[src/cdsc_pkg.sv]
// Package: register map, field layout and timing constants for cdsc block
package cdsc_pkg;
    // Register byte addresses
    localparam logic [11:0] ADDR_DIV_CTRL = 12'h000;
    localparam logic [11:0] ADDR_MODE_CTRL = 12'h004;
    localparam logic [11:0] ADDR_STATUS = 12'h008;
    localparam logic [11:0] ADDR_WAKE_CTRL = 12'h00C;
    // Divider control fields
    localparam int UNLOCK_BIT = 7;
    localparam int SEL_LSB = 0;
    localparam int SEL_W = 4;
    localparam logic [3:0] SEL_RESET_PLAIN = 4'h0;
    localparam logic [3:0] SEL_RESET_DIV8 = 4'h3;
    localparam logic [3:0] SEL_MAX = 4'h8;
    localparam logic [2:0] UNLOCK_CYCLES = 3'h4;
    // Mode control fields
    localparam int PERMIT_BIT = 0;
    localparam int MODE_LSB = 1;
    localparam int MODE_W = 3;
    // Wake timing
    localparam logic [7:0] WAKE_HALT_CYCLES = 8'h04;
    localparam logic [7:0] STARTUP_RESET = 8'h06;

    typedef enum logic [2:0] {
        CDSC_MODE_IDLE = 3'b000,
        CDSC_MODE_ADC_NR = 3'b001,
        CDSC_MODE_PWR_DOWN = 3'b010,
        CDSC_MODE_PWR_SAVE = 3'b011,
        CDSC_MODE_STANDBY = 3'b110
    } cdsc_mode_t;

    typedef enum logic [1:0] {
        CDSC_ST_RUN = 2'b00,
        CDSC_ST_SLEEP = 2'b01,
        CDSC_ST_WAKE = 2'b10
    } cdsc_state_t;
endpackage

[src/cdsc_top.sv]
// Clock divider and sleep control with APB register access
//
// Notes on behaviour
// - Unlock bit sets only when the same write zeroes bits 6..0 of the low byte.
// - Divider select accepted only while the unlock bit is set.
// - Unlock clears four cycles after setting, or when select written.
// - Rewriting unlock during its window neither restarts nor clears it.
// - Select 0..8 divides by two to that power; 9..15 reserved.
// - Divided clock enable drives core and all synchronous peripherals.
// - Reset select is 0000, or 0011 when the div-by-eight fuse is set.
// - After unlock any select value is accepted regardless of the fuse.
// - Sleep entered only when sleep instruction runs with permit set.
// - Mode field: 000 idle,001 adc,010 down,011 save,110 standby.
// - Interrupt wake halts core four cycles beyond start-up time.
// - Register file and SRAM contents kept across sleep.
// - Reset during sleep wakes device and starts at reset vector.
// - Idle stops core and program memory clocks; peripherals run.
// - Idle wakes on external and internal interrupts.
// - Entering idle with converter enabled starts a conversion.
// - Divider change gives no glitch nor faster intermediate clock.
`timescale 1ns/100ps
module cdsc_top #(
    parameter int SEL_WIDTH = 4,
    parameter int DIV_CNT_W = 8
) (
    // Clock and reset
    input wire logic ref_clk_i,
    input wire logic reset_n_i,
    // APB slave
    input wire logic psel_i,
    input wire logic penable_i,
    input wire logic pwrite_i,
    input wire logic [11:0] paddr_i,
    input wire logic [31:0] pwdata_i,
    input wire logic [3:0] pstrb_i,
    output logic [31:0] prdata_o,
    output logic pready_o,
    output logic pslverr_o,
    // Fuse and core interface
    input wire logic initial_div_by_eight_fuse_i,
    input wire logic sleep_instr_i,
    input wire logic irq_pending_i,
    input wire logic adc_enabled_i,
    // Clock enables and sleep status
    output logic core_clock_en_o,
    output logic program_memory_clock_en_o,
    output logic periph_clock_en_o,
    output logic [2:0] active_mode_o,
    output logic sleeping_o,
    output logic adc_start_o,
    output logic wake_irq_o
);
    logic [SEL_WIDTH-1:0] divider_select;
    logic [SEL_WIDTH-1:0] applied_select;
    logic divider_change_unlock;
    logic [2:0] unlock_cnt;
    logic sleep_permit;
    logic [2:0] low_power_mode_select;
    logic [7:0] startup_cycles;
    logic [DIV_CNT_W-1:0] div_cnt;
    logic fuse_loaded;
    logic [7:0] wake_cnt;
    cdsc_pkg::cdsc_state_t state;
    cdsc_pkg::cdsc_state_t next_state;
    logic div_tick;
    logic core_run;
    logic wr_access;
    logic rd_access;
    logic wr_div;
    logic unlock_req;
    logic sel_write;
    logic [DIV_CNT_W-1:0] div_mask;
    logic [31:0] next_rdata;
    logic addr_ok;
    logic wr_mode;
    logic wr_wake;
    logic unlock_expired;
    logic sleep_entry;
    logic wake_exit;

    assign wr_access = psel_i && penable_i && pwrite_i && pready_o;
    assign rd_access = psel_i && !penable_i && !pwrite_i;
    assign wr_div = wr_access && pstrb_i[0]
        && paddr_i == cdsc_pkg::ADDR_DIV_CTRL;
    assign unlock_req = wr_div && pwdata_i[7:0] == 8'h80;
    assign sel_write = wr_div && !pwdata_i[cdsc_pkg::UNLOCK_BIT]
        && divider_change_unlock;
    assign addr_ok = paddr_i == cdsc_pkg::ADDR_DIV_CTRL
        || paddr_i == cdsc_pkg::ADDR_MODE_CTRL
        || paddr_i == cdsc_pkg::ADDR_STATUS
        || paddr_i == cdsc_pkg::ADDR_WAKE_CTRL;

    // APB: no wait state, answer in first access cycle
    always_ff @(posedge ref_clk_i or negedge reset_n_i) begin
        if (!reset_n_i) begin
            pready_o <= 1'b0;
        end else begin
            pready_o <= psel_i && !penable_i;
        end
    end

    // Unmapped offsets answer with an error, same cycle as ready
    always_ff @(posedge ref_clk_i or negedge reset_n_i) begin
        if (!reset_n_i) begin
            pslverr_o <= 1'b0;
        end else begin
            pslverr_o <= psel_i && !penable_i && !addr_ok;
        end
    end

    always_comb begin
        next_rdata = 32'h0000_0000;
        case (paddr_i)
            cdsc_pkg::ADDR_DIV_CTRL: begin
                next_rdata[cdsc_pkg::UNLOCK_BIT] = divider_change_unlock;
                next_rdata[SEL_WIDTH-1:0] = divider_select;
            end
            cdsc_pkg::ADDR_MODE_CTRL: begin
                next_rdata[cdsc_pkg::PERMIT_BIT] = sleep_permit;
                next_rdata[3:1] = low_power_mode_select;
            end
            cdsc_pkg::ADDR_STATUS: begin
                next_rdata[1:0] = state;
                next_rdata[7:4] = applied_select;
            end
            cdsc_pkg::ADDR_WAKE_CTRL: begin
                next_rdata[7:0] = startup_cycles;
            end
            default: begin
                next_rdata = 32'h0000_0000;
            end
        endcase
    end

    always_ff @(posedge ref_clk_i or negedge reset_n_i) begin
        if (!reset_n_i) begin
            prdata_o <= 32'h0000_0000;
        end else if (rd_access) begin
            prdata_o <= next_rdata;
        end
    end

    // Unlock window
    assign unlock_expired = divider_change_unlock
        && unlock_cnt == cdsc_pkg::UNLOCK_CYCLES - 3'h1;

    always_ff @(posedge ref_clk_i or negedge reset_n_i) begin
        if (!reset_n_i) begin
            divider_change_unlock <= 1'b0;
        end else if (sel_write) begin
            divider_change_unlock <= 1'b0;
        end else if (unlock_expired) begin
            divider_change_unlock <= 1'b0;
        end else if (unlock_req && !divider_change_unlock) begin
            divider_change_unlock <= 1'b1;
        end
    end

    // Window count runs on; a second unlock write cannot restart it
    always_ff @(posedge ref_clk_i or negedge reset_n_i) begin
        if (!reset_n_i) begin
            unlock_cnt <= 3'h0;
        end else if (divider_change_unlock) begin
            unlock_cnt <= unlock_cnt + 3'h1;
        end else begin
            unlock_cnt <= 3'h0;
        end
    end

    // Fuse value caught at the first edge after reset release
    always_ff @(posedge ref_clk_i or negedge reset_n_i) begin
        if (!reset_n_i) begin
            fuse_loaded <= 1'b0;
        end else begin
            fuse_loaded <= 1'b1;
        end
    end

    // Select register
    always_ff @(posedge ref_clk_i or negedge reset_n_i) begin
        if (!reset_n_i) begin
            divider_select <= cdsc_pkg::SEL_RESET_PLAIN;
        end else if (!fuse_loaded) begin
            divider_select <= initial_div_by_eight_fuse_i
                ? cdsc_pkg::SEL_RESET_DIV8
                : cdsc_pkg::SEL_RESET_PLAIN;
        end else if (sel_write) begin
            divider_select <= pwdata_i[SEL_WIDTH-1:0];
        end
    end

    assign wr_mode = wr_access && pstrb_i[0]
        && paddr_i == cdsc_pkg::ADDR_MODE_CTRL;
    assign wr_wake = wr_access && pstrb_i[0]
        && paddr_i == cdsc_pkg::ADDR_WAKE_CTRL;

    // Mode control register
    always_ff @(posedge ref_clk_i or negedge reset_n_i) begin
        if (!reset_n_i) begin
            sleep_permit <= 1'b0;
            low_power_mode_select <= 3'h0;
        end else if (wr_mode) begin
            sleep_permit <= pwdata_i[cdsc_pkg::PERMIT_BIT];
            low_power_mode_select <= pwdata_i[cdsc_pkg::MODE_LSB
                +: cdsc_pkg::MODE_W];
        end
    end

    // Start-up time register
    always_ff @(posedge ref_clk_i or negedge reset_n_i) begin
        if (!reset_n_i) begin
            startup_cycles <= cdsc_pkg::STARTUP_RESET;
        end else if (wr_wake) begin
            startup_cycles <= pwdata_i[7:0];
        end
    end

    // Divider mask; reserved codes clamp to the largest factor
    always_comb begin
        if (applied_select > cdsc_pkg::SEL_MAX) begin
            div_mask = {DIV_CNT_W{1'b1}};
        end else begin
            div_mask = DIV_CNT_W'((1 << applied_select) - 1);
        end
    end

    assign div_tick = (div_cnt & div_mask) == '0;

    // New factor applied only at a period boundary: no glitch
    always_ff @(posedge ref_clk_i or negedge reset_n_i) begin
        if (!reset_n_i) begin
            div_cnt <= '0;
            applied_select <= cdsc_pkg::SEL_RESET_PLAIN;
        end else begin
            if (div_tick) begin
                applied_select <= divider_select;
                div_cnt <= DIV_CNT_W'(1);
            end else begin
                div_cnt <= div_cnt + DIV_CNT_W'(1);
            end
        end
    end

    // Sleep state machine
    always_comb begin
        next_state = state;
        case (state)
            cdsc_pkg::CDSC_ST_RUN: begin
                if (sleep_instr_i && sleep_permit) begin
                    next_state = cdsc_pkg::CDSC_ST_SLEEP;
                end
            end
            cdsc_pkg::CDSC_ST_SLEEP: begin
                if (irq_pending_i) begin
                    next_state = cdsc_pkg::CDSC_ST_WAKE;
                end
            end
            cdsc_pkg::CDSC_ST_WAKE: begin
                if (wake_cnt == 8'h00) begin
                    next_state = cdsc_pkg::CDSC_ST_RUN;
                end
            end
            default: begin
                next_state = cdsc_pkg::CDSC_ST_RUN;
            end
        endcase
    end

    // Reset during sleep returns to run state at the reset vector
    always_ff @(posedge ref_clk_i or negedge reset_n_i) begin
        if (!reset_n_i) begin
            state <= cdsc_pkg::CDSC_ST_RUN;
        end else begin
            state <= next_state;
        end
    end

    always_ff @(posedge ref_clk_i or negedge reset_n_i) begin
        if (!reset_n_i) begin
            wake_cnt <= 8'h00;
        end else if (state == cdsc_pkg::CDSC_ST_SLEEP && irq_pending_i) begin
            wake_cnt <= 8'(startup_cycles + cdsc_pkg::WAKE_HALT_CYCLES
                - 8'h01);
        end else if (wake_cnt != 8'h00) begin
            wake_cnt <= wake_cnt - 8'h01;
        end
    end

    assign core_run = next_state == cdsc_pkg::CDSC_ST_RUN;
    assign sleep_entry = state == cdsc_pkg::CDSC_ST_RUN
        && next_state == cdsc_pkg::CDSC_ST_SLEEP;
    assign wake_exit = state == cdsc_pkg::CDSC_ST_WAKE
        && next_state == cdsc_pkg::CDSC_ST_RUN;

    // Core and program memory enables; core stops but state is held
    always_ff @(posedge ref_clk_i or negedge reset_n_i) begin
        if (!reset_n_i) begin
            core_clock_en_o <= 1'b0;
            program_memory_clock_en_o <= 1'b0;
        end else begin
            core_clock_en_o <= core_run && div_tick;
            program_memory_clock_en_o <= core_run && div_tick;
        end
    end

    // Peripheral tick keeps running only in idle
    always_ff @(posedge ref_clk_i or negedge reset_n_i) begin
        if (!reset_n_i) begin
            periph_clock_en_o <= 1'b0;
        end else begin
            periph_clock_en_o <= div_tick && (core_run
                || low_power_mode_select
                == cdsc_pkg::CDSC_MODE_IDLE);
        end
    end

    always_ff @(posedge ref_clk_i or negedge reset_n_i) begin
        if (!reset_n_i) begin
            active_mode_o <= 3'h0;
        end else if (sleep_entry) begin
            active_mode_o <= low_power_mode_select;
        end
    end

    always_ff @(posedge ref_clk_i or negedge reset_n_i) begin
        if (!reset_n_i) begin
            sleeping_o <= 1'b0;
        end else begin
            sleeping_o <= !core_run;
        end
    end

    always_ff @(posedge ref_clk_i or negedge reset_n_i) begin
        if (!reset_n_i) begin
            adc_start_o <= 1'b0;
        end else begin
            adc_start_o <= sleep_entry && adc_enabled_i
                && low_power_mode_select
                == cdsc_pkg::CDSC_MODE_IDLE;
        end
    end

    always_ff @(posedge ref_clk_i or negedge reset_n_i) begin
        if (!reset_n_i) begin
            wake_irq_o <= 1'b0;
        end else begin
            wake_irq_o <= wake_exit;
        end
    end
endmodule

[config.mk]
export PLATFORM = sky130hd
export DESIGN_NAME = cdsc_top
export DESIGN_NICKNAME = d
export VERILOG_FILES = /design/src/cdsc_pkg.sv /design/src/cdsc_top.sv
export SDC_FILE = /design/constraint.sdc
export NUM_CORES = 1
export LEC_CHECK = 0
export BUFFER_PORTS_ARGS = -buffer_cell sky130_fd_sc_hd__buf_2
export CAP_MARGIN = 20
export CORE_UTILIZATION = 39
export DETAILED_ROUTE_END_ITERATION = 16
export PLACE_DENSITY = 0.78
export SLEW_MARGIN = 15
export SYNTH_ARGS = -nofsm -noshare
export SYNTH_HDL_FRONTEND = slang
export SYNTH_SLANG_ARGS = --single-unit
[constraint.sdc]
create_clock -name ref_clk_i -period 2.23 [get_ports ref_clk_i]
set_input_delay 0.223 -clock ref_clk_i [delete_from_list [all_inputs] [get_ports ref_clk_i]]
set_output_delay 0.223 -clock ref_clk_i [all_outputs]
set_load 0.1 [all_outputs]
==> results.yml, run 1 <==
outcome:
  status: "complete, but fails checks"
  failed_checks: "setup timing"
finish:
  antennaDiodeCount: 0
  layoutNonFillerInstCount: 476
  fin_nets: 433
  area_growth_syn_to_layout_pct: 15.89
  drive_gt1_share_pct: 28.07
  fin_area_mm2: 0.003769
logic_synthesis:
  synth.avg_cell_area_um2: 10.49
  synth-seq-cells: 61
  seq_area_frac_synth_pct: 47.02
  synthCells: 310
  synth_cell_types: 46
  netlist_area_mm2: 0.003252
  yosysWarnings: 0
global_routing:
  grt_pass1_vias: 2350
  antenna_found_initial: 0
  grt_max_degree: 34
  grt_use_total_pct: 16.93
  grt_overflow: 0
  grt_pass1_wl_mm: 11.05
drt:
  vias_per_cell: 5.032
  wire_per_inst_um: 14.04
  first_pass_iters: 4
  wirelength_mm: 6.685
  via_count: 2395
  drt_iter0_drc: 143
  drc_errors: 0
  drtAntennaViolNets: 0
place:
  io_buffers: 48
  place_congestion: 0.8101
  dp.cells: 456
  dpl_cell_area_mm2: 0.003532
  dp_hpwl_mm: 5.097
power:
  internal-power_mw: 2.046
  pwr-share-clk_pct: 30.8
  vdd_ir_drop_max_mv: 0.3903
  pwr-share-seq_pct: 40.0
  p_leak_nw: 1.902
  p_switching_mw: 1.085
  p_comb_share_pct: 29.2
  p_per_area_mw_per_mm2: 830.8
  swShare_pct: 34.67
worst_setup_path:
  cp-start-kind: "flip-flop"
  cp.arrival_ns: 2.46
  critical_path_class: "flip-flop to flip-flop"
  cp.required_ns: 2.46
  worstSetupEndpointType: "flip-flop"
  cp_max_fo: 5
sta:
  clock.fmax_ghz: 0.4476
  rsz0062_at_grt: "true"
  hold_slack_ns: 0.07004
  skew_ns: 0.009460
  finalCritPeriodShare_pct: 100.2
  setup_viol: 2
  slew_violations: 0
  tightest_slew_ns: 0.6761
  max_slew_margin_pct: 54.92
  setup_tns_ns: -0.008119
  setup_ws_ns: -0.004202
  finalCriticalPeriod_ns: 2.234
  hold_viol_final: 0
floorplan:
  die_area_mm2: 0.008708
  coreArea_mm2: 0.007888
  io_pins: 100
  initial_core_util_pct: 41.23
  die_y_um: 93.32
  rows: 32
  die_w_um: 93.32
clocking:
  cts_tree: "built"
  clkSinkCount: 61
  path_clk_slew_ns: 0.07
  clk_path_buf_depth: 2
  clock_latency_ns: 0.34
  cts_htree_levels: 3
  cts-root-buf: "clkbuf_8"
  cts-buffers-inserted: 9
min_path:
  hold_class: "primary input to flip-flop"
run:
  max_cap_viol_count: 0
Yosys cell counts, drive strengths merged:
cell,count,area (um2)
or4,4,30.03
mux2i,12,120.1
mux2,18,202.7
and4,1,8.760
nand3b,1,7.510
and3,3,18.77
o21bai,1,7.510
nor2b,11,68.82
nand2,25,93.84
o311a,1,10.01
conb,2,7.510
xnor2,5,43.79
o211a,1,10.01
clkbuf,5,18.77
o21ai,19,95.09
mux4,2,45.04
nand2b,6,37.54
and2,2,12.51
nor3,8,40.04
nand3,16,85.08
a211o,1,8.760
nand4b,1,23.77
dfstp,2,52.55
o211ai,3,22.52
o41ai,1,8.760
o22a,1,8.760
a21oi,9,45.04
nor4b,1,8.760
ha,7,87.58
nor2,20,75.07
buf,31,235.2
a32o,1,10.01
nor4,2,18.77
xor2,12,105.1
a21boi,1,7.510
nand4,1,6.260
o2111ai,1,8.760
inv,10,37.54
o21a,1,7.510
dfrtp,59,1476
a2111oi,1,27.53
or3,1,6.260
flip-flops by register name, summed over array words and instances (netlist names), 2 cells and up:
signal	count
unlock_cnt	3
wake_cnt	8
low_power_mode_select	3
div_cnt	8
prdata_o	8
active_mode_o	3
state	2
applied_select	4
divider_select	4
startup_cycles	8
placed cells by master (no fill, tap or decap), types with 3 or more instances in the layout:
master / n
nand3_1: 15
dfrtp_1: 59
o21ai_0: 19
o211ai_1: 3
nor2b_1: 10
nor2_1: 19
and3_1: 3
nand2_1: 25
inv_1: 9
conb_1: 25
clkinv_2: 4
clkbuf_8: 10
nor3_1: 8
mux2i_1: 12
xor2_1: 12
mux2_2: 18
xnor2_1: 5
buf_4: 11
a21oi_1: 9
ha_1: 6
buf_2: 48
or4_1: 4
nand2b_1: 6
critical path, stage by stage, from the launching register on:
cell       delay (ns)
dfrtp_1          0.41
nor2b_4          0.14
nand2_1          0.07
ha_2             0.19
inv_2            0.05
o211a_1          0.21
o311a_1          0.32
a2111oi_4        0.20
buf_4            0.20
mux2_2           0.33
final timing paths:
kind                            slack [ns]                 to  cells past startpoint              start
worst max register to register      -0.004  applied_select[2]                      9  applied_select[0]
min in group asynchronous             0.45         div_cnt[3]                      2          reset_n_i
max in group asynchronous             1.10  startup_cycles[2]                      3          reset_n_i
worst min-delay path                  0.07           pready_o                      2          penable_i
worst max-delay path                -0.004  applied_select[2]                      9  applied_select[0]
worst min register to register        0.44      unlock_cnt[0]                      1      unlock_cnt[0]
power groups by stage:
stage / clock network, mW / registers [mW] / logic (mW)
6_report: 0.963 / 1.25 / 0.916
3_5_place_dp: 0 / 1.27 / 0.853
3_3_place_gp: 0 / 1.26 / 0.816
4_1_cts: 0.986 / 1.25 / 0.879
2_1_floorplan: 0 / 1.33 / 0.634
5_1_grt: 1.04 / 1.26 / 0.988
layer usage:
layer / global-route usage [%] / share of wire (%) / vias up
li1: - / - / 1141
met1: 21.22 / 42 / 1172
met2: 26.84 / 51 / 68
met3: 4.472 / 4.8 / 14
met4: 8.718 / 2.8 / 0
met5: 0 / 0 / -
what timing repair did:
item | 4_1_cts | 5_1_grt
setup buffers | 1 | 2
resized for setup | 0 | 5
endpoints found under the hold margin | 28 | 0
endpoints found under the setup margin | 4 | 14
hold buffers | 1 | 0
final cells by class:
type | instances | area, um2
clock buffers | 11 | 141.4
fillers | 722 | 4119
clock inverters | 5 | 50.05
inverters | 10 | 37.54
well taps | 102 | 127.6
multi-input cells | 226 | 1530
repair buffers | 61 | 352.8
flip-flops and latches | 61 | 1529
metrics by stage:
stage	power (mW)	util (%)	setup slack, ns
2_1_floorplan	1.963	-	0.02236
3_3_place_gp	2.080	44.78	0.03689
3_5_place_dp	2.120	44.78	-0.01844
4_1_cts	3.111	47.43	0.002868
5_1_grt	3.289	47.78	-0.1023
6_report	3.131	47.78	-0.004202
cell families (layout without fill, tap and decap cells):
family,after synthesis,after routing,synth area share [%]
flops,61,61,47.02
fa+ha+maj,7,7,2.693
buf+inv,46,87,8.965
mux,32,32,11.31
xor+xnor,17,17,4.579
other cells,2,25,0.2309
compound gates,42,42,8.542
simple gates,103,103,16.66
Power figures use the tool's default switching activity.
==> inputs of run 2 (changes only) <==
- PLACE_DENSITY: 0.78 -> 0.67
==> run 2 against run 1 <==
  * The flow now finishes without violations
  * Cell area barely moved
  * Flip-flop and latch count unchanged
  * Non-clock buffer count fell by 1
  * Sequential share of layout area is essentially flat
  * Largest power group unchanged
  * Final cell count down 0.42%
  * Worst hold slack better by 0.013 ns
  * Wire length decreased by 1.9%
==> results.yml, run 2 (same netlist as run 1, synthesis figures left out) <==
outcome:
  status: "finished clean"
sta:
  setup_viol: 0
  setup_tns_ns: 0
  tightest_slew_ns: 0.6064
  max_slew_margin_pct: 59.26
  finalCriticalPeriod_ns: 2.191
  hold_slack_ns: 0.08309
  setup_ws_ns: 0.03931
  hold_viol_final: 0
  skew_ns: 0.009611
  finalCritPeriodShare_pct: 98.24
  rsz0062_at_grt: "true"
  slew_violations: 0
  clock.fmax_ghz: 0.4565
run:
  max_cap_viol_count: 0
finish:
  multi_input_area_mm2: 0.001534
  layoutNonFillerInstCount: 474
  antennaDiodeCount: 0
  register_area_mm2: 0.001529
  final_cell_mix: "dfrtp_1 (59), buf_2 (48), nand2_1 (25), conb_1 (25)"
  area_growth_syn_to_layout_pct: 15.93
  mostFrequentLayoutCell: "dfrtp_1"
  fillCellCount: 743
  fin_nets: 432
  post-route-util_pct: 47.80
  drive_gt1_share_pct: 27.69
  fin_area_mm2: 0.003770
drt:
  drc_errors: 0
  first_pass_iters: 5
  vias_per_cell: 4.970
  wire_per_inst_um: 13.84
  via_count: 2356
  wirelength_mm: 6.559
  drt_iter0_drc: 139
  drtAntennaViolNets: 0
worst_setup_path:
  cp-start-kind: "flip-flop"
  timing.rr.start: "applied_select[3]"
  worstSetupEndpointType: "flip-flop"
  crit_family: "compound AO/OA/AOI/OAI gates"
  cp_max_fo: 5
  worst_r2r_endpoint: "applied_select[3]"
  cp.required_ns: 2.45
  slowest_delay_ns: 0.43
  worstPathCellList: "nor2_1 > nand2_1 > ha_2 > inv_2 > o211a_1 > o311a_1 > a2111oi_4 > buf_4 > mux2_2"
  critical_path_class: "flip-flop to flip-flop"
  regToRegSetupSlack_ns: 0.04
  reg2reg_depth: 9
  crit_buf_inv: 2
  cp.arrival_ns: 2.41
  critPathSlowestCell: "dfrtp_1"
place:
  dpl_cell_area_mm2: 0.003532
  io_buffers: 48
  dp_hpwl_mm: 4.874
  place_congestion: 0.7492
  dp.cells: 456
  pre_cts_ws_ns: 0.0001714
clocking:
  cts_htree_levels: 3
  clk_path_buf_depth: 2
  cts_tree: "built"
  path_clk_slew_ns: 0.06
  clkSinkCount: 61
  cts-buffers-inserted: 9
  cts-root-buf: "clkbuf_8"
  clock_latency_ns: 0.33
min_path:
  hold_class: "primary input to flip-flop"
  hold_path_startpoint: "penable_i"
  whs_path_depth: 2
  hold_path_end: "pready_o"
floorplan:
  die_area_mm2: 0.008708
  die_w_um: 93.32
  coreArea_mm2: 0.007888
  die_y_um: 93.32
  rows: 32
  initial_core_util_pct: 41.23
  io_pins: 100
global_routing:
  grt_overflow: 0
  grt_max_degree: 62
  grt_pass1_wl_mm: 10.83
  grt_use_total_pct: 16.30
  antenna_found_initial: 0
  grt_pass1_vias: 2292
power:
  vdd_ir_drop_max_mv: 0.4279
  p_per_area_mw_per_mm2: 826.6
  finalPower_mw: 3.116
  p_leak_nw: 1.900
-- run 2: cell types whose count changed in the layout (fill, tap and decap cells not counted), sizes merged --
cell and delta:
buf -1, bufinv -1, clkbuf +4, clkinv -4
-- run 2: repair_timing --
item | 4_1_cts | 5_1_grt
setup buffers | 1 | 1
endpoints found under the hold margin | 59 | 0
hold buffers | 1 | 0
endpoints found under the setup margin | 4 | 7
resized for setup | 0 | 6
-- run 2: how the worst max path moves through the flow --
| stage | startpoint | end | slack, ns | depth (start not counted) |
|---|---|---|---|---|
| 2_1_floorplan | applied_select[0] | applied_select[0] | 0.02 | 9 |
| 3_3_place_gp | applied_select[0] | applied_select[3] | 0.05 | 8 |
| 3_5_place_dp | applied_select[0] | applied_select[3] | 0.0002 | 8 |
| 4_1_cts | applied_select[0] | applied_select[3] | 0.03 | 9 |
| 5_1_grt | applied_select[0] | applied_select[3] | -0.05 | 9 |
| 6_report | applied_select[3] | applied_select[3] | 0.04 | 9 |
-- run 2: metal layers --
| layer | vias up | global-route usage, % | wire (um) |
|---|---|---|---|
| met5 | - | 0 | 0 |
| met4 | 0 | 5.513 | 112 |
| met3 | 7 | 4.634 | 260 |
| met2 | 53 | 26.04 | 3188 |
| met1 | 1158 | 21.20 | 2997 |
| li1 | 1138 | - | - |
-- run 2: layout make-up --
class	count	area share (%)
flip-flops and latches	61	40.56
repair buffers	60	9.160
inverters	10	0.9957
well taps	102	3.385
multi-input cells	226	40.69
clock buffers	15	5.211
-- run 2: power by group --
group          internal (mW)  switching (mW)
combinational          0.342           0.573
sequential              1.18          0.0767
clock                  0.550           0.398
total                   2.07            1.05
==> inputs of run 3 (changes only) <==
- ABC_AREA: not set -> 1
- ABC_CLOCK_PERIOD_IN_PS: not set -> 2230
- PLACE_DENSITY: 0.67 -> 0.66
==> run 3 against run 2 <==
  * Clock skew decreased by 0.0014 ns
  * Wire length up 12%
  * Clock-buffer cell count shrank 5
  * Global-route usage rose by 1.2 points
  * Cell area up 4.7%
  * Final cell count up 30%
  * Flip-flop and latch count unchanged
  * Die area increased by 6.8%
  * Setup slack better by 0.33 ns
  * Largest cell class unchanged
  * Largest power group unchanged
==> results.yml, run 3 <==
clocking:
  post_cts_buffers: 0
  cts_tree: "built"
  hold_buffers: 1
  clock_latency_ns: 0.35
  cts_resized: 0
  cts_htree_levels: 3
  cts-buffers-inserted: 9
  path_clk_slew_ns: 0.07
  cts-root-buf: "clkbuf_8"
  clkSinkCount: 61
  clk_path_buf_depth: 2
logic_synthesis:
  synthTopCellsByCount: "nand2_1 (116), dfrtp_1 (59), inv_1 (45), nand3_1 (42), nor2_1 (40)"
  synth_edf_count: 0
  synthArstFlopShare_pct: 100.0
  ys_top_cells_by_area: "dfrtp_1 (42%), nand2_1 (13%), nand3_1 (6.0%), buf_4 (5.6%), inv_1 (4.9%)"
  synth_most_common_cell: "nand2_1"
  seq_area_frac_synth_pct: 43.94
  yosysWarnings: 0
  synth.avg_cell_area_um2: 7.872
  synth-seq-cells: 61
  synth_top_area_share_pct: 42.43
  synth_top_area_cell: "dfrtp_1"
  synth_cell_types: 37
  netlist_area_mm2: 0.003480
  synthCells: 442
  synth_top_flop_cell: "dfrtp_1"
sta:
  finalCriticalPeriod_ns: 1.864
  skew_ns: 0.008170
  slew_violations: 0
  rsz0062_at_grt: "false"
  setup_viol: 0
  hold_viol_final: 0
  hold_slack_ns: 0.08813
  max_slew_margin_pct: 58.11
  setup_tns_ns: 0
  tightest_slew_ns: 0.6260
  finalCritPeriodShare_pct: 83.57
  clock.fmax_ghz: 0.5366
power:
  p_leak_nw: 2.172
  p_per_area_mw_per_mm2: 824.8
  vdd_ir_drop_max_mv: 0.5318
worst_setup_path:
  cp-start-kind: "flip-flop"
  cp-startpoint: "applied_select[3]"
  crit_path_end: "applied_select[2]"
  timing.rr.start: "applied_select[3]"
  worst_r2r_endpoint: "applied_select[2]"
  regToRegSetupSlack_ns: 0.37
  critical_path_class: "flip-flop to flip-flop"
  cp.arrival_ns: 2.15
  worstSetupEndpointType: "flip-flop"
  cp.required_ns: 2.51
  reg2reg_depth: 10
  cp_max_fo: 14
global_routing:
  grt_use_total_pct: 17.46
  grt_pass1_vias: 2607
  grt_overflow: 0
  grt_max_degree: 54
  antenna_found_initial: 0
  grt_pass1_wl_mm: 12.15
floorplan:
  die_area_mm2: 0.009304
  io_pins: 100
  coreArea_mm2: 0.008678
  die_w_um: 96.46
  initial_core_util_pct: 40.10
  die_y_um: 96.46
  rows: 34
drt:
  via_count: 2880
  vias_per_cell: 4.691
  wirelength_mm: 7.348
  drtAntennaViolNets: 0
  wire_per_inst_um: 11.97
  drt_iter0_drc: 104
  drc_errors: 0
  first_pass_iters: 4
finish:
  layoutNonFillerInstCount: 614
  fin_area_mm2: 0.003946
  area_growth_syn_to_layout_pct: 13.41
  drive_gt1_share_pct: 22.13
  mostFrequentLayoutCell: "nand2_1"
  final_cell_mix: "nand2_1 (116), dfrtp_1 (59), buf_2 (48)"
  antennaDiodeCount: 0
  fin_nets: 565
place:
  dp_hpwl_mm: 5.463
  dpl_cell_area_mm2: 0.003779
  place_congestion: 0.7639
  io_buffers: 48
  dp.cells: 597
run:
  max_cap_viol_count: 0
min_path:
  hold_class: "primary input to flip-flop"
outcome:
  status: "finished clean"
-- run 3: cell types whose count changed after synthesis, sizes merged, moves of 4 or more --
cell,change
mux2i,-12
o21ai,+6
nor2b,-11
nand3,+28
nand2,+103
inv,+44
nand4,+8
nand2b,-6
nor2,+26
or4,-4
mux2,-15
xor2,-5
clkbuf,-4
-- run 3: kinds of logic after synthesis --
group / share of synthesized area (%)
xor gates and xnor gates: 2.265
and+or+nand+nor: 31.28
DFF: 43.94
AOI/OAI and AO/OA: 6.653
other: 0.2158
muxes: 0.9708
adders and majority gates: 2.517
buffers and inverters: 12.15
-- run 3: stage by stage --
stage               worst slack (ns)  total power [mW]  util (%)
floorplan                     0.2873             2.321         -
global placement              0.4501             2.427     43.54
detailed placement            0.3925             2.445     43.54
CTS                           0.3828             3.273     45.47
global route                  0.1780             3.440     45.47
finish                        0.3663             3.255     45.47
-- run 3: cell type report --
cell class | instances | area, um2
flip-flops and latches | 61 | 1529
fillers | 894 | 4732
multi-input cells | 320 | 1614
inverters | 54 | 202.7
repair buffers | 55 | 307.8
clock buffers | 10 | 127.6
well taps | 108 | 135.1
clock inverters | 6 | 30.03
-- run 3: critical path: stages (launching register included) --
cell	delay, ns
dfrtp_1	0.48
nor2_4	0.18
nand2_2	0.09
ha_1	0.24
inv_1	0.09
nand3_1	0.09
nand3_1	0.13
nand2_2	0.11
nand3_4	0.24
nand2_1	0.09
nand2_1	0.07
-- run 3: worst min-delay path by stage --
| stage | from | cells after the start | slack, ns | endpoint |
|---|---|---|---|---|
| 3_5_place_dp | reset_n_i | 1 | 0.1 | wake_cnt[7] |
| 3_3_place_gp | reset_n_i | 1 | 0.09 | wake_cnt[7] |
| 6_report | adc_enabled_i | 3 | 0.09 | adc_start_o |
| 2_1_floorplan | reset_n_i | 0 | -0.07 | active_mode_o[0] |
| 4_1_cts | adc_enabled_i | 3 | 0.08 | adc_start_o |
| 5_1_grt | adc_enabled_i | 3 | 0.07 | adc_start_o |
-- run 3: power breakdown --
| group | internal (mW) | switching (mW) | total (mW) |
|---|---|---|---|
| combinational | 0.271 | 0.857 | 1.13 |
| clock | 0.391 | 0.439 | 0.829 |
| sequential | 1.21 | 0.0903 | 1.30 |
-- run 3: metal layers --
| layer | vias to the layer above | GRT usage, % | share of wire [%] |
|---|---|---|---|
| met5 | - | 0 | 0 |
| met4 | 0 | 9.926 | 1.8 |
| met3 | 13 | 2.973 | 4.5 |
| met2 | 83 | 27.17 | 47 |
| met1 | 1306 | 22.94 | 47 |
| li1 | 1478 | - | - |
